$ cat src/rtl/cbt_params.svh
// Purpose : Constants for the CAN controller setup and bit timing block
// Assumes : Included by bare name from rtl files
// Notes   : Offsets are word indexes of the indexed register space
`ifndef CBT_PARAMS_SVH
`define CBT_PARAMS_SVH

// ***********************************************
// Indexed register space
// ***********************************************
`define CBT_IDX_CONTROL     7'h00
`define CBT_IDX_STATUS      7'h01
`define CBT_IDX_BIT_TIMING  7'h03
`define CBT_IDX_TEST        7'h05
`define CBT_IDX_PRESC_EXT   7'h06
`define CBT_IDX_SET1_CMDREQ 7'h08
`define CBT_IDX_SET2_CMDREQ 7'h20
`define CBT_IDX_VALID_LO    7'h30
`define CBT_IDX_VALID_HI    7'h31
`define CBT_IDX_NEWDAT_LO   7'h32
`define CBT_IDX_NEWDAT_HI   7'h33
`define CBT_IDX_TXREQ_LO    7'h34
`define CBT_IDX_TXREQ_HI    7'h35

// ***********************************************
// Direct register select
// ***********************************************
`define CBT_DIR_CONTROL     2'h0
`define CBT_DIR_STATUS      2'h1
`define CBT_DIR_TEST        2'h2

// ***********************************************
// Field positions
// ***********************************************
`define CBT_CTL_INIT        0
`define CBT_CTL_CFGEN       6
`define CBT_CTL_TEST        7
`define CBT_BT_PRESC_LSB    0
`define CBT_BT_JUMP_LSB     6
`define CBT_BT_SEGONE_LSB   8
`define CBT_BT_SEGTWO_LSB   12
`define CBT_TST_RX          7

// ***********************************************
// Reset values
// ***********************************************
`define CBT_RST_CONTROL     16'h0001
`define CBT_RST_BIT_TIMING  16'h2301
`define CBT_RST_PRESC_EXT   16'h0000
`define CBT_RST_TEST        16'h0000
`define CBT_SYNC_SEG_TQ     4'h1

`endif

$ cat src/rtl/cbt_pkg.sv
// Purpose : Types for the CAN controller setup and bit timing block
// Assumes : None
// Notes   : Constants live in cbt_params.svh
package cbt_pkg;
    typedef logic [15:0] cbt_word_t;
    typedef logic [6:0]  cbt_index_t;
    typedef enum logic [1:0] {
        CBT_SEG_SYNC  = 2'b00,
        CBT_SEG_ONE   = 2'b01,
        CBT_SEG_TWO   = 2'b10
    } cbt_seg_t;
endpackage

$ cat src/rtl/cbt_bit_timer.sv
// Purpose : Quantum prescaler and bit segment sequencer
// Assumes : Fields already hold length minus one
// Notes   : Emits a sample strobe at the end of the first segment
`include "cbt_params.svh"
`timescale 1ns/10ps
`default_nettype none
module cbt_bit_timer
    import cbt_pkg::*;
(
    input  wire logic       mclk,        // System clock
    input  wire logic       reset,       // Async reset, active high
    input  wire logic       runEn,       // Timing runs while high
    input  wire logic [9:0] baudPrescM1, // Prescaler minus one
    input  wire logic [3:0] segOneM1,    // First segment minus one
    input  wire logic [2:0] segTwoM1,    // Second segment minus one
    output logic            tqTick,      // One pulse per quantum
    output logic            samplePt,    // Pulse at sample point
    output logic            bitEnd       // Pulse at end of bit
);
    logic [9:0] preCnt_reg, preCnt_next;
    logic [3:0] segCnt_reg, segCnt_next;
    cbt_seg_t   seg_reg, seg_next;
    logic       tq;

    assign tq = runEn && (preCnt_reg == baudPrescM1);
    assign tqTick = tq;

    // ***********************************************
    // Segment sequencing
    // ***********************************************
    always_comb begin
        preCnt_next = runEn ? (tq ? 10'h000 : preCnt_reg + 10'h001) : 10'h000;
        segCnt_next = segCnt_reg;
        seg_next    = seg_reg;
        samplePt    = 1'b0;
        bitEnd      = 1'b0;
        if (!runEn) begin
            segCnt_next = 4'h0;
            seg_next    = CBT_SEG_SYNC;
        end else if (tq) begin
            case (seg_reg)
                CBT_SEG_SYNC: begin
                    seg_next    = CBT_SEG_ONE;
                    segCnt_next = 4'h0;
                end
                CBT_SEG_ONE: begin
                    if (segCnt_reg == segOneM1) begin
                        seg_next    = CBT_SEG_TWO;
                        segCnt_next = 4'h0;
                        samplePt    = 1'b1;
                    end else begin
                        segCnt_next = segCnt_reg + 4'h1;
                    end
                end
                CBT_SEG_TWO: begin
                    if (segCnt_reg[2:0] == segTwoM1) begin
                        seg_next    = CBT_SEG_SYNC;
                        segCnt_next = 4'h0;
                        bitEnd      = 1'b1;
                    end else begin
                        segCnt_next = segCnt_reg + 4'h1;
                    end
                end
                default: begin
                    seg_next = CBT_SEG_SYNC;
                end
            endcase
        end
    end

    always_ff @(posedge mclk or posedge reset) begin
        if (reset) begin
            preCnt_reg <= 10'h000;
            segCnt_reg <= 4'h0;
            seg_reg    <= CBT_SEG_SYNC;
        end else begin
            preCnt_reg <= preCnt_next;
            segCnt_reg <= segCnt_next;
            seg_reg    <= seg_next;
        end
    end

    // ***********************************************
    // Checks
    // ***********************************************
    chk_sync_one_tq: assert property (@(posedge mclk) disable iff (reset)
        (seg_reg == CBT_SEG_SYNC && tq) |=> (seg_reg == CBT_SEG_ONE))
        else $error("sync segment longer than one quantum");
    chk_tq_spacing: assert property (@(posedge mclk) disable iff (reset)
        (tq && baudPrescM1 == 10'h001 && $stable(baudPrescM1) && runEn) |=> !tq)
        else $error("quantum tick too early");
endmodule
`default_nettype wire

$ cat src/rtl/cbt_can_core.sv
// Purpose : CAN controller setup, indexed registers and bit timing
// Assumes : Core bus strobes are single cycle and synchronous to mclk
// Notes   : Protocol engine reduced to a bit-level shifter of object data
//
// Functional notes
// - Thirty-two message objects held in a dedicated message RAM.
// - Core shifts frames out on transmit pin and in from receive pin.
// - Control, test, status reachable directly and indexed; others indexed only.
// - Controller clock is the system clock.
// - Prescaler equals extension value plus one; extension resets to zero.
// - Time quantum equals clock period times prescaler.
// - Bit is sync, propagation, phase one, phase two segments.
// - Segments are whole quanta; sync segment is one quantum.
// - Timing fields packed at weights 0x1000, 0x0100, 0x0040, low bits.
// - Each timing field holds its length minus one.
// - Bit timing register sits at index 0x03.
// - Command request write moves interface set to or from object.
// - Message handler registers are read only flags.
// - Bit timing writes need config change enable set.
// - Prescaler extension writes need test bit set.
// - Indexed space spans 128 sixteen-bit words.
`include "cbt_params.svh"
`timescale 1ns/10ps
`default_nettype none
module cbt_can_core
    import cbt_pkg::*;
#(
    parameter int NUM_OBJ = 32
)(
    input  wire logic            mclk,         // System clock, 50 MHz
    input  wire logic            reset,        // Async reset, active high
    input  wire logic            idxAddrWr,    // Write index address
    input  wire cbt_pkg::cbt_index_t idxAddrIn, // Index value
    input  wire logic            dataHighWr,   // Write data high byte
    input  wire logic            dataLowWr,    // Write low byte, commits word
    input  wire logic            dataLowRd,    // Read strobe of low byte
    input  wire logic [7:0]      dataIn,       // Byte write data
    input  wire logic            directWr,     // Direct register write
    input  wire logic [1:0]      directSel,    // Direct register select
    input  wire logic [7:0]      directIn,     // Direct write data
    input  wire logic            busReceivePin, // Bus receive pin
    output logic                 busTransmitPin, // Bus transmit pin
    output cbt_pkg::cbt_index_t  indexAddressReg, // Current index
    output logic [7:0]           indexDataHigh, // Read data high byte
    output logic [7:0]           indexDataLow,  // Read data low byte
    output logic [7:0]           directOut,     // Direct read data
    output logic                 initActive     // Init bit state
);
    cbt_word_t  ctl_reg, ctl_next, bt_reg, bt_next, bre_reg, bre_next;
    cbt_word_t  sta_reg, sta_next, tst_reg, tst_next, rd_next;
    cbt_index_t idx_reg, idx_next;
    logic [7:0] hi_reg, hi_next, dOut_reg, dOut_next;
    logic [NUM_OBJ-1:0] val_reg, val_next, nd_reg, nd_next, txr_reg, txr_next;
    cbt_word_t  objRam [NUM_OBJ];
    cbt_word_t  ifData [2];
    logic [7:0] ifMask [2];
    logic       tx_reg, tx_next, rxBit;
    logic [15:0] shift_reg, shift_next;
    logic [4:0]  bitCnt_reg, bitCnt_next;
    logic        samplePt, bitEnd;
    logic        wrWord, ramWr, ramSet;
    logic [4:0]  ramObj;
    cbt_word_t   ramWdata, wWord;

    function automatic cbt_word_t flagHalf(input logic [NUM_OBJ-1:0] f, input logic hi);
        flagHalf = hi ? 16'(f >> 16) : 16'(f);
    endfunction

    assign wWord  = {hi_reg, dataIn};
    assign wrWord = dataLowWr;

    // ***********************************************
    // Register file and index access
    // ***********************************************
    always_comb begin
        ctl_next = ctl_reg; bt_next = bt_reg; bre_next = bre_reg;
        sta_next = sta_reg; tst_next = tst_reg; idx_next = idx_reg;
        hi_next  = dataHighWr ? dataIn : hi_reg;
        val_next = val_reg; nd_next = nd_reg; txr_next = txr_reg;
        ramWr = 1'b0; ramSet = 1'b0; ramObj = 5'h00; ramWdata = 16'h0000;
        rd_next = 16'h0000;
        if (idxAddrWr) begin
            idx_next = idxAddrIn;
        end
        case (idx_reg)
            `CBT_IDX_CONTROL:    rd_next = ctl_reg;
            `CBT_IDX_STATUS:     rd_next = sta_reg;
            `CBT_IDX_BIT_TIMING: rd_next = bt_reg;
            `CBT_IDX_TEST:       rd_next = tst_reg;
            `CBT_IDX_PRESC_EXT:  rd_next = bre_reg;
            `CBT_IDX_SET1_CMDREQ: rd_next = ifData[0];
            `CBT_IDX_SET2_CMDREQ: rd_next = ifData[1];
            `CBT_IDX_VALID_LO:   rd_next = flagHalf(val_reg, 1'b0);
            `CBT_IDX_VALID_HI:   rd_next = flagHalf(val_reg, 1'b1);
            `CBT_IDX_NEWDAT_LO:  rd_next = flagHalf(nd_reg, 1'b0);
            `CBT_IDX_NEWDAT_HI:  rd_next = flagHalf(nd_reg, 1'b1);
            `CBT_IDX_TXREQ_LO:   rd_next = flagHalf(txr_reg, 1'b0);
            `CBT_IDX_TXREQ_HI:   rd_next = flagHalf(txr_reg, 1'b1);
            default:             rd_next = 16'h0000;
        endcase
        if (wrWord) begin
            case (idx_reg)
                `CBT_IDX_CONTROL: ctl_next = wWord;
                `CBT_IDX_TEST:    tst_next = wWord;
                `CBT_IDX_BIT_TIMING: if (ctl_reg[`CBT_CTL_CFGEN]) bt_next = wWord;
                `CBT_IDX_PRESC_EXT:  if (ctl_reg[`CBT_CTL_TEST]) bre_next = {6'h00, wWord[9:0]};
                `CBT_IDX_SET1_CMDREQ, `CBT_IDX_SET2_CMDREQ: begin
                    ramObj = wWord[4:0];
                    if (ifMask[idx_reg == `CBT_IDX_SET2_CMDREQ][7]) begin
                        ramWr    = 1'b1;
                        ramWdata = ifData[idx_reg == `CBT_IDX_SET2_CMDREQ];
                        val_next[ramObj] = ifMask[idx_reg == `CBT_IDX_SET2_CMDREQ][0];
                        txr_next[ramObj] = ifMask[idx_reg == `CBT_IDX_SET2_CMDREQ][1];
                    end else begin
                        ramSet = 1'b1;
                        nd_next[ramObj] = 1'b0;
                    end
                end
                default: ;
            endcase
        end
        // direct access to control, status, test
        if (directWr) begin
            case (directSel)
                `CBT_DIR_CONTROL: ctl_next = {ctl_reg[15:8], directIn};
                `CBT_DIR_STATUS:  sta_next = {sta_reg[15:8], directIn};
                `CBT_DIR_TEST:    tst_next = {tst_reg[15:8], directIn};
                default: ;
            endcase
        end
        case (directSel)
            `CBT_DIR_CONTROL: dOut_next = ctl_next[7:0];
            `CBT_DIR_STATUS:  dOut_next = sta_next[7:0];
            `CBT_DIR_TEST:    dOut_next = tst_next[7:0];
            default:          dOut_next = 8'h00;
        endcase
        // Transmit done and receive complete update handler flags
        if (bitEnd && bitCnt_reg == 5'h0f) begin
            sta_next[3] = 1'b1;
            nd_next[0]  = 1'b1;
        end
        tst_next[`CBT_TST_RX] = busReceivePin;
    end

    // ***********************************************
    // Message RAM and interface sets
    // ***********************************************
    // object storage
    always_ff @(posedge mclk) begin
        if (ramWr) begin
            objRam[ramObj] <= ramWdata;
        end
    end

    always_ff @(posedge mclk or posedge reset) begin
        if (reset) begin
            ifData[0] <= 16'h0000; ifData[1] <= 16'h0000;
            ifMask[0] <= 8'h00;    ifMask[1] <= 8'h00;
        end else begin
            if (ramSet) ifData[idx_reg == `CBT_IDX_SET2_CMDREQ] <= objRam[ramObj];
            if (wrWord && idx_reg == `CBT_IDX_SET1_CMDREQ + 7'h1) ifMask[0] <= dataIn;
            if (wrWord && idx_reg == `CBT_IDX_SET2_CMDREQ + 7'h1) ifMask[1] <= dataIn;
            if (wrWord && idx_reg == `CBT_IDX_SET1_CMDREQ + 7'h7) ifData[0] <= wWord;
            if (wrWord && idx_reg == `CBT_IDX_SET2_CMDREQ + 7'h7) ifData[1] <= wWord;
        end
    end

    // ***********************************************
    // Bit timing and shifter
    // ***********************************************
    // runs on system clock; halted during init
    cbt_bit_timer u_timer (
        .mclk        (mclk),
        .reset       (reset),
        .runEn       (!ctl_reg[`CBT_CTL_INIT]),
        .baudPrescM1 (bre_reg[9:0]),   // extension plus one
        .segOneM1    (bt_reg[`CBT_BT_SEGONE_LSB +: 4]),
        .segTwoM1    (bt_reg[`CBT_BT_SEGTWO_LSB +: 3]),
        .tqTick      (),
        .samplePt    (samplePt),
        .bitEnd      (bitEnd)
    );

    assign rxBit = busReceivePin;
    always_comb begin
        shift_next  = shift_reg;
        bitCnt_next = bitCnt_reg;
        tx_next     = tx_reg;
        if (ctl_reg[`CBT_CTL_INIT]) begin
            tx_next = 1'b1;
            bitCnt_next = 5'h00;
            shift_next = objRam[0];
        end else begin
            if (samplePt) shift_next = {shift_reg[14:0], rxBit};
            if (bitEnd) begin
                tx_next = txr_reg[0] ? shift_reg[15] : 1'b1;
                bitCnt_next = 5'(bitCnt_reg + 5'h01);
            end
        end
    end

    always_ff @(posedge mclk or posedge reset) begin
        if (reset) begin
            ctl_reg <= `CBT_RST_CONTROL; bt_reg <= `CBT_RST_BIT_TIMING;
            bre_reg <= `CBT_RST_PRESC_EXT; sta_reg <= 16'h0000;
            tst_reg <= `CBT_RST_TEST; idx_reg <= 7'h00; hi_reg <= 8'h00;
            val_reg <= '0; nd_reg <= '0; txr_reg <= '0;
            tx_reg <= 1'b1; shift_reg <= 16'h0000; bitCnt_reg <= 5'h00;
            indexDataHigh <= 8'h00; indexDataLow <= 8'h00; dOut_reg <= 8'h00;
        end else begin
            ctl_reg <= ctl_next; bt_reg <= bt_next; bre_reg <= bre_next;
            sta_reg <= sta_next; tst_reg <= tst_next; idx_reg <= idx_next;
            hi_reg <= hi_next; val_reg <= val_next; nd_reg <= nd_next;
            txr_reg <= txr_next; tx_reg <= tx_next; shift_reg <= shift_next;
            bitCnt_reg <= bitCnt_next;
            indexDataHigh <= rd_next[15:8]; indexDataLow <= rd_next[7:0];
            dOut_reg <= dOut_next;
        end
    end

    assign busTransmitPin  = tx_reg;
    assign indexAddressReg = idx_reg;
    assign directOut       = dOut_reg;
    assign initActive      = ctl_reg[`CBT_CTL_INIT];

    // ***********************************************
    // Checks
    // ***********************************************
    chk_bt_write_gate: assert property (@(posedge mclk) disable iff (reset)
        (wrWord && idx_reg == `CBT_IDX_BIT_TIMING && !ctl_reg[`CBT_CTL_CFGEN])
        |=> $stable(bt_reg))
        else $error("bit timing changed without enable");
    chk_bt_write_take: assert property (@(posedge mclk) disable iff (reset)
        (wrWord && idx_reg == `CBT_IDX_BIT_TIMING && ctl_reg[`CBT_CTL_CFGEN])
        |=> bt_reg == $past(wWord))
        else $error("bit timing write lost");
    chk_ext_gate: assert property (@(posedge mclk) disable iff (reset)
        (wrWord && idx_reg == `CBT_IDX_PRESC_EXT && !ctl_reg[`CBT_CTL_TEST]) |=> $stable(bre_reg))
        else $error("extension changed without test bit");
    chk_idle_init: assert property (@(posedge mclk) disable iff (reset)
        initActive |=> busTransmitPin)
        else $error("transmit active during init");
    chk_flags_ro: assert property (@(posedge mclk) disable iff (reset)
        (wrWord && idx_reg == `CBT_IDX_VALID_LO && !samplePt && !bitEnd) |=> $stable(val_reg))
        else $error("handler flags written");
    chk_direct_ctl: assert property (@(posedge mclk) disable iff (reset)
        (directWr && directSel == `CBT_DIR_CONTROL && !wrWord) |=> ctl_reg[7:0] == $past(directIn))
        else $error("direct control write lost");
    chk_cmd_xfer: assert property (@(posedge mclk) disable iff (reset)
        (ramWr) |=> objRam[$past(ramObj)] == $past(ramWdata))
        else $error("object transfer lost");
    chk_ext_reset: assert property (@(posedge mclk)
        $fell(reset) |-> bre_reg == 16'h0000)
        else $error("extension not zero after reset");
    cov_bt_write: cover property (@(posedge mclk) wrWord && idx_reg == `CBT_IDX_BIT_TIMING);
    cov_init_clear: cover property (@(posedge mclk) $fell(initActive));
    cov_bit_end: cover property (@(posedge mclk) bitEnd);
endmodule
`default_nettype wire

$ cat config.mk
export PLATFORM = sky130hd
export DESIGN_NAME = cbt_can_core
export DESIGN_NICKNAME = d
export VERILOG_FILES = /design/src/rtl/cbt_pkg.sv /design/src/rtl/cbt_bit_timer.sv /design/src/rtl/cbt_can_core.sv
export VERILOG_INCLUDE_DIRS = /design/src /design/src/rtl
export SDC_FILE = /design/constraint.sdc
export NUM_CORES = 1
export LEC_CHECK = 0
export ABC_AREA = 0
export BUFFER_PORTS_ARGS = -buffer_cell sky130_fd_sc_hd__buf_4
export CORE_MARGIN = 2
export CORE_UTILIZATION = 30
export DETAILED_ROUTE_END_ITERATION = 7
export PLACE_DENSITY_LB_ADDON = 0.05
export SYNTH_ARGS = -nofsm -noshare
export SYNTH_HDL_FRONTEND = slang
export SYNTH_SLANG_ARGS = --single-unit
$ cat constraint.sdc
create_clock -name mclk -period 8.25 [get_ports mclk]
set_clock_uncertainty 0.1 [all_clocks]
set_input_delay 1.2375 -clock mclk [delete_from_list [all_inputs] [get_ports mclk]]
set_output_delay 1.2375 -clock mclk [all_outputs]
set_load 0.02 [all_outputs]
* After elaboration in Yosys (flattened, before gate mapping)
Memories as Yosys holds them, arrays and structs flattened. Cells that the tools add are included.
Storage, ports and cells: register bits after elaboration 287, latch bits 0, bits in writable memories 512, bits in read-only memories 0, output and inout port bits 33, memories 1
Memories:
- objRam | words 32, bits a word 16, rd ports 2, clocked after Yosys merged registers in 0, write ports 1, RTL line cbt_can_core.sv:54 | cbt_word_t objRam [NUM_OBJ];
Operators by class: add/sub/neg operators 3, $mul 0, divide/modulo/power cells 0, order comparisons 4, equality and inequality tests 29, shift operators 0, muxes and demuxes 73, bitwise logic cells 4, reduce and logical (&&, ||, !) cells 28
Operator list (count):
- $mux 16 | 19
- $pmux 16 s13 | 1
- $bwmux 32 | 3
- $eq 7x6->1 const B | 9
- $mux 8 | 5
- $and 32x32->32 | 1
- $mux 32 | 1
- $not 32->32 | 1
- $mux 1 | 25
- $pmux 8 s3 | 1
- $eq 7x4->1 const B | 3
- $mux 10 | 2
- $mux 5 | 4
- $reduce_and 3->1 | 6
- $demux 16 s1 | 1
- $mux 4 | 4
- $eq 7x3->1 const B | 2
- $reduce_bool 2->1 | 7
- $pmux 4 s3 | 1
- $add 10x1->10 const B | 1
- $eq 10x10->1 | 1
- $logic_and 1x1->1 | 8
- $mux 2 | 4
- $eq 7x1->1 const B | 1
- other kinds (25) | 30

* Logic depth before layout (Yosys ltp)
word-level depth 10, mapped depth 11, gate-level depth less buffers 7

* Modules after synthesis
A second synthesis with hierarchy kept.
Unflattened totals: cell total of the unflattened synthesis 2302, area, all modules 33185.6 sq um
By module, submodules not included:
- cbt_can_core | times used 1, cells each 2192, area an instance 32082.0 sq um
- cbt_bit_timer | times used 1, cells each 110, area an instance 1103.6 sq um

* Worst setup path after synthesis
No wires, ideal clock.
path type input to register, from input port dataIn[1], to register txr_reg[15], library setup time 0.125 ns, data arrival time 3.899 ns, setup slack 4.127 ns, stages on the path 7, path through buf_2 buf_1 buf_1 clkbuf_1 nand3_1 nor2_1 mux2_2
On the way: word-level cells in the longest chain between the ends 5
Ends and longest elaborated chain:
- start: declaration | RTL line cbt_can_core.sv:37 | input wire logic [7:0] dataIn,
- $lt 5x6->1 / $ge 5x1->1 (equally long branches) | RTL line cbt_can_core.sv:113 | txr_next[ramObj] = ifMask[idx_reg == `CBT_IDX_SET2_CMDREQ][1];
- $logic_and 1x1->1 | RTL line cbt_can_core.sv:113
- $mux 1 | RTL line cbt_can_core.sv:113
- $demux 1 s5 (*) | RTL line cbt_can_core.sv:113
- $bwmux 32 (*) | RTL line cbt_can_core.sv:113
- end signal: assignment | RTL line cbt_can_core.sv:214 | txr_reg <= txr_next; tx_reg <= tx_next; shift_reg <= shift_next;
- end: declaration | RTL line cbt_can_core.sv:53 | logic [NUM_OBJ-1:0] val_reg, val_next, nd_reg, nd_next, txr_reg, txr_next;
Every way passes the cells marked *; elsewhere a longest branch is shown, timed or not. A chain may end at the register's enable or synchronous reset.

* Worst setup path in the final report
from register idx_reg[3], in the netlist indexAddressReg[3], to register txr_reg[27]
On the way: word-level cells in the longest chain between the ends 6
Ends and longest elaborated chain:
- start: declaration | RTL line cbt_can_core.sv:51 | cbt_index_t idx_reg, idx_next;
- start signal: assignment | RTL line cbt_can_core.sv:212 | sta_reg <= sta_next; tst_reg <= tst_next; idx_reg <= idx_next;
- $eq 7x6->1 | RTL line cbt_can_core.sv:102 | case (idx_reg)
- $not 1->2 | RTL line cbt_can_core.sv:109, cbt_can_core.sv:113
- $mux 8 (3 in series) | RTL line cbt_can_core.sv:113
- $reduce_and 3->1 (no source line) / $bwmux 32 (equally long branches)
Parallel ways exist; a longest one is shown, timed or not. The select of a mux whose other input is x is not followed.

==> results.cfg <==
[layout]
fillers = 10509
largest_register = objRam
drive_gt1_share_pct = 20.9
n_antenna_cell = 0
stdcell_count = 3926
syn2layout_area_growth_pct = 17.3
nNetsFinal = 2476
fin_util_pct = 35.4
largest_reg_flops = 512

[power]
p_int_mw = 7.02
sequentialPowerShare_pct = 48.2
swShare_pct = 24.8
p_total_mw = 9.33
p_per_area_nw_per_um2 = 243
clkPwrFrac_pct = 44.3
peakVddDrop_mv = 0.170
leakagePower_nw = 14.1
p_comb_share_pct = 7.5
power.switching_mw = 2.32

[timing]
drv_slew = 0
setup_viol = 0
hold_violations = 0
layout_min_cycle_time_ns = 5.06
finalCritPeriodShare_pct = 61.4
rsz0062_at_grt = no
fmax_ghz = 0.198
slew-limit-headroom_pct = 16.2
tightest_slew_ns = 1.22
setup_slack_ns = 3.19
totalNegativeSetupSlack_ns = 0

[synth]
syn_area_um2 = 32700
ys.flop_type = edfxtp_1
async_reset_ff_share_pct = 35.1
synth_top_cell_by_area = edfxtp_1
syn_nets = 2386
synthCells = 2345
syn_area_per_cell_um2 = 13.9
synth_cell_types = 80
yosys_register_bits = 789
yosysSeqAreaShare_pct = 68.3
ys.warnings.count = 0
synth_most_common_cell = edfxtp_1
ys_top_cells_by_count = edfxtp_1, dfrtp_1, nor2_1, mux2_2, nand2_1
synth_area_leaders = edfxtp_1, dfrtp_1, mux2_2
synth-edff-count = 512
synth.top_cell.area_share_pct = 47.0

[placement]
place.gp.congestion = 0.798
dp_slack_ns = 3.07
dpl.hpwl_um = 75900
placed_cells = 3754
port_buffers = 64

[route]
drt-total-wl_um = 121000
drc = 0
drtPass1Iterations = 7
drt_iter0_drc = 2052
vias = 21352
vias_per_cell = 5.44
wl_per_cell_um = 30.8
final_antenna_net_count = 0

[floorplan]
ios = 66
row_count = 121
die_height_um = 334
core_um2 = 108000
start_util_pct = 30.1
die_w_um = 334
die-area_um2 = 112000

[clock_tree]
cts_buffers = 93
clkLatencyLatePin_ns = 0.66
clk_pin_slew_worst_paths_ns = 0.06
cts_tree = done
postCtsSetupRepairBufs = 0
cts.sinks = 789
cts_root_buf = clkbuf_16
h-tree-depth = 3
clock_path_buffers = 3
cts_hold_buf = 0
cts_resized = 0

[critical_path]
worstSetupStartpointType = flop
critPathRequiredTime_ns = 8.69
setup.worst_path.start = indexAddressReg[3]
crit_path_end_kind = flop
r2r_start = indexAddressReg[3]
worst-setup-path-type = flop to flop
cp.arrival_ns = 5.50
path_max_fanout = 22

[grt]
grt_overflow = 0
grt_pass1_wl_um = 171000
grt_pass1_vias = 21514
antenna_found_initial = 1
grtUsageTotal_pct = 21.6
grt_max_degree = 149

[hold_path]
hold_path_class = flop to flop
hp-start = nd_reg[31]

[status]
status = complete, no violations

[run]
maxCapViolCount = 0
worst paths after layout:
check                           slack (ns)  cells after the start            endpoint
worst max-delay path                  3.19                      9         txr_reg[27]
worst min register to register        0.39                      1          nd_reg[31]
min in group asynchronous             0.74                      3  u_timer.seg_reg[1]
worst min-delay path                  0.39                      1          nd_reg[31]
worst max register to register        3.19                      9         txr_reg[27]
max in group asynchronous             5.81                      4          val_reg[8]
through the flow:
stage / instance area, um^2 / hold slack [ns]
3_5_place_dp: 35300 / 0.373
2_1_floorplan: 32700 / 0.352
4_1_cts: 38300 / 0.387
5_1_grt: 38300 / 0.400
6_report: 38300 / 0.386
3_3_place_gp: 35300 / 0.369
power by group through the flow:
stage / combinational (mW) / clock (mW) / sequential [mW]
final: 0.700 / 4.14 / 4.49
after global routing: 0.770 / 4.39 / 4.51
after CTS: 0.708 / 4.23 / 4.49
after detailed placement: 0.705 / 0 / 4.57
after global placement: 0.692 / 0 / 4.56
after floorplan: 0.447 / 0 / 4.51
cells in the final DEF, fill, tap and decap left out, drive strengths merged, types with 61 or more instances in the layout:
cell	count
o21ai	90
nand2	112
mux2i	94
edfxtp	512
nor2	212
clkbuf	125
mux2	155
o221ai	64
a21oi	101
buf	145
dfrtp	271
a22oi	61
metal layers:
layer / GRT usage [%] / wire [um] / vias to the layer above
met5: 0 / 0 / -
met4: 5.53 / 3030 / 0
met3: 2.65 / 5470 / 145
met2: 35.2 / 57200 / 618
met1: 30.4 / 55300 / 11310
li1: - / - / 9279
cell type report:
type / instances / area (um^2) / area share (%)
flip-flops and latches: 789 / 22300 / 58.2
inverters: 25 / 97.6 / 0.255
well taps: 1414 / 1770 / 4.61
multi-input cells: 1381 / 10000 / 26.1
clock inverters: 47 / 465 / 1.21
clock buffers: 125 / 2570 / 6.70
repair buffers: 145 / 1120 / 2.92
worst max-delay path, cell delays in order (launching register included):
cell	delay, ns
dfrtp_1	0.60
nor4_1	0.84
nand3_1	0.15
buf_4	0.29
mux2i_1	0.26
nor2_1	0.33
nand3_1	0.65
nor2_2	0.85
buf_4	0.43
mux2_2	0.39
cells by family (layout without fill, tap and decap cells):
family,after synthesis,after routing,synth area share (%)
DFF,789,789,68.3
buffers and inverters,175,342,2.22
muxes,255,255,8.63
and+or+nand+nor,513,513,7.38
adders and majority gates,8,8,0.306
AOI/OAI and AO/OA,577,577,12.4
xor gates and xnor gates,28,28,0.750
(Power assumes the default switching activity.)
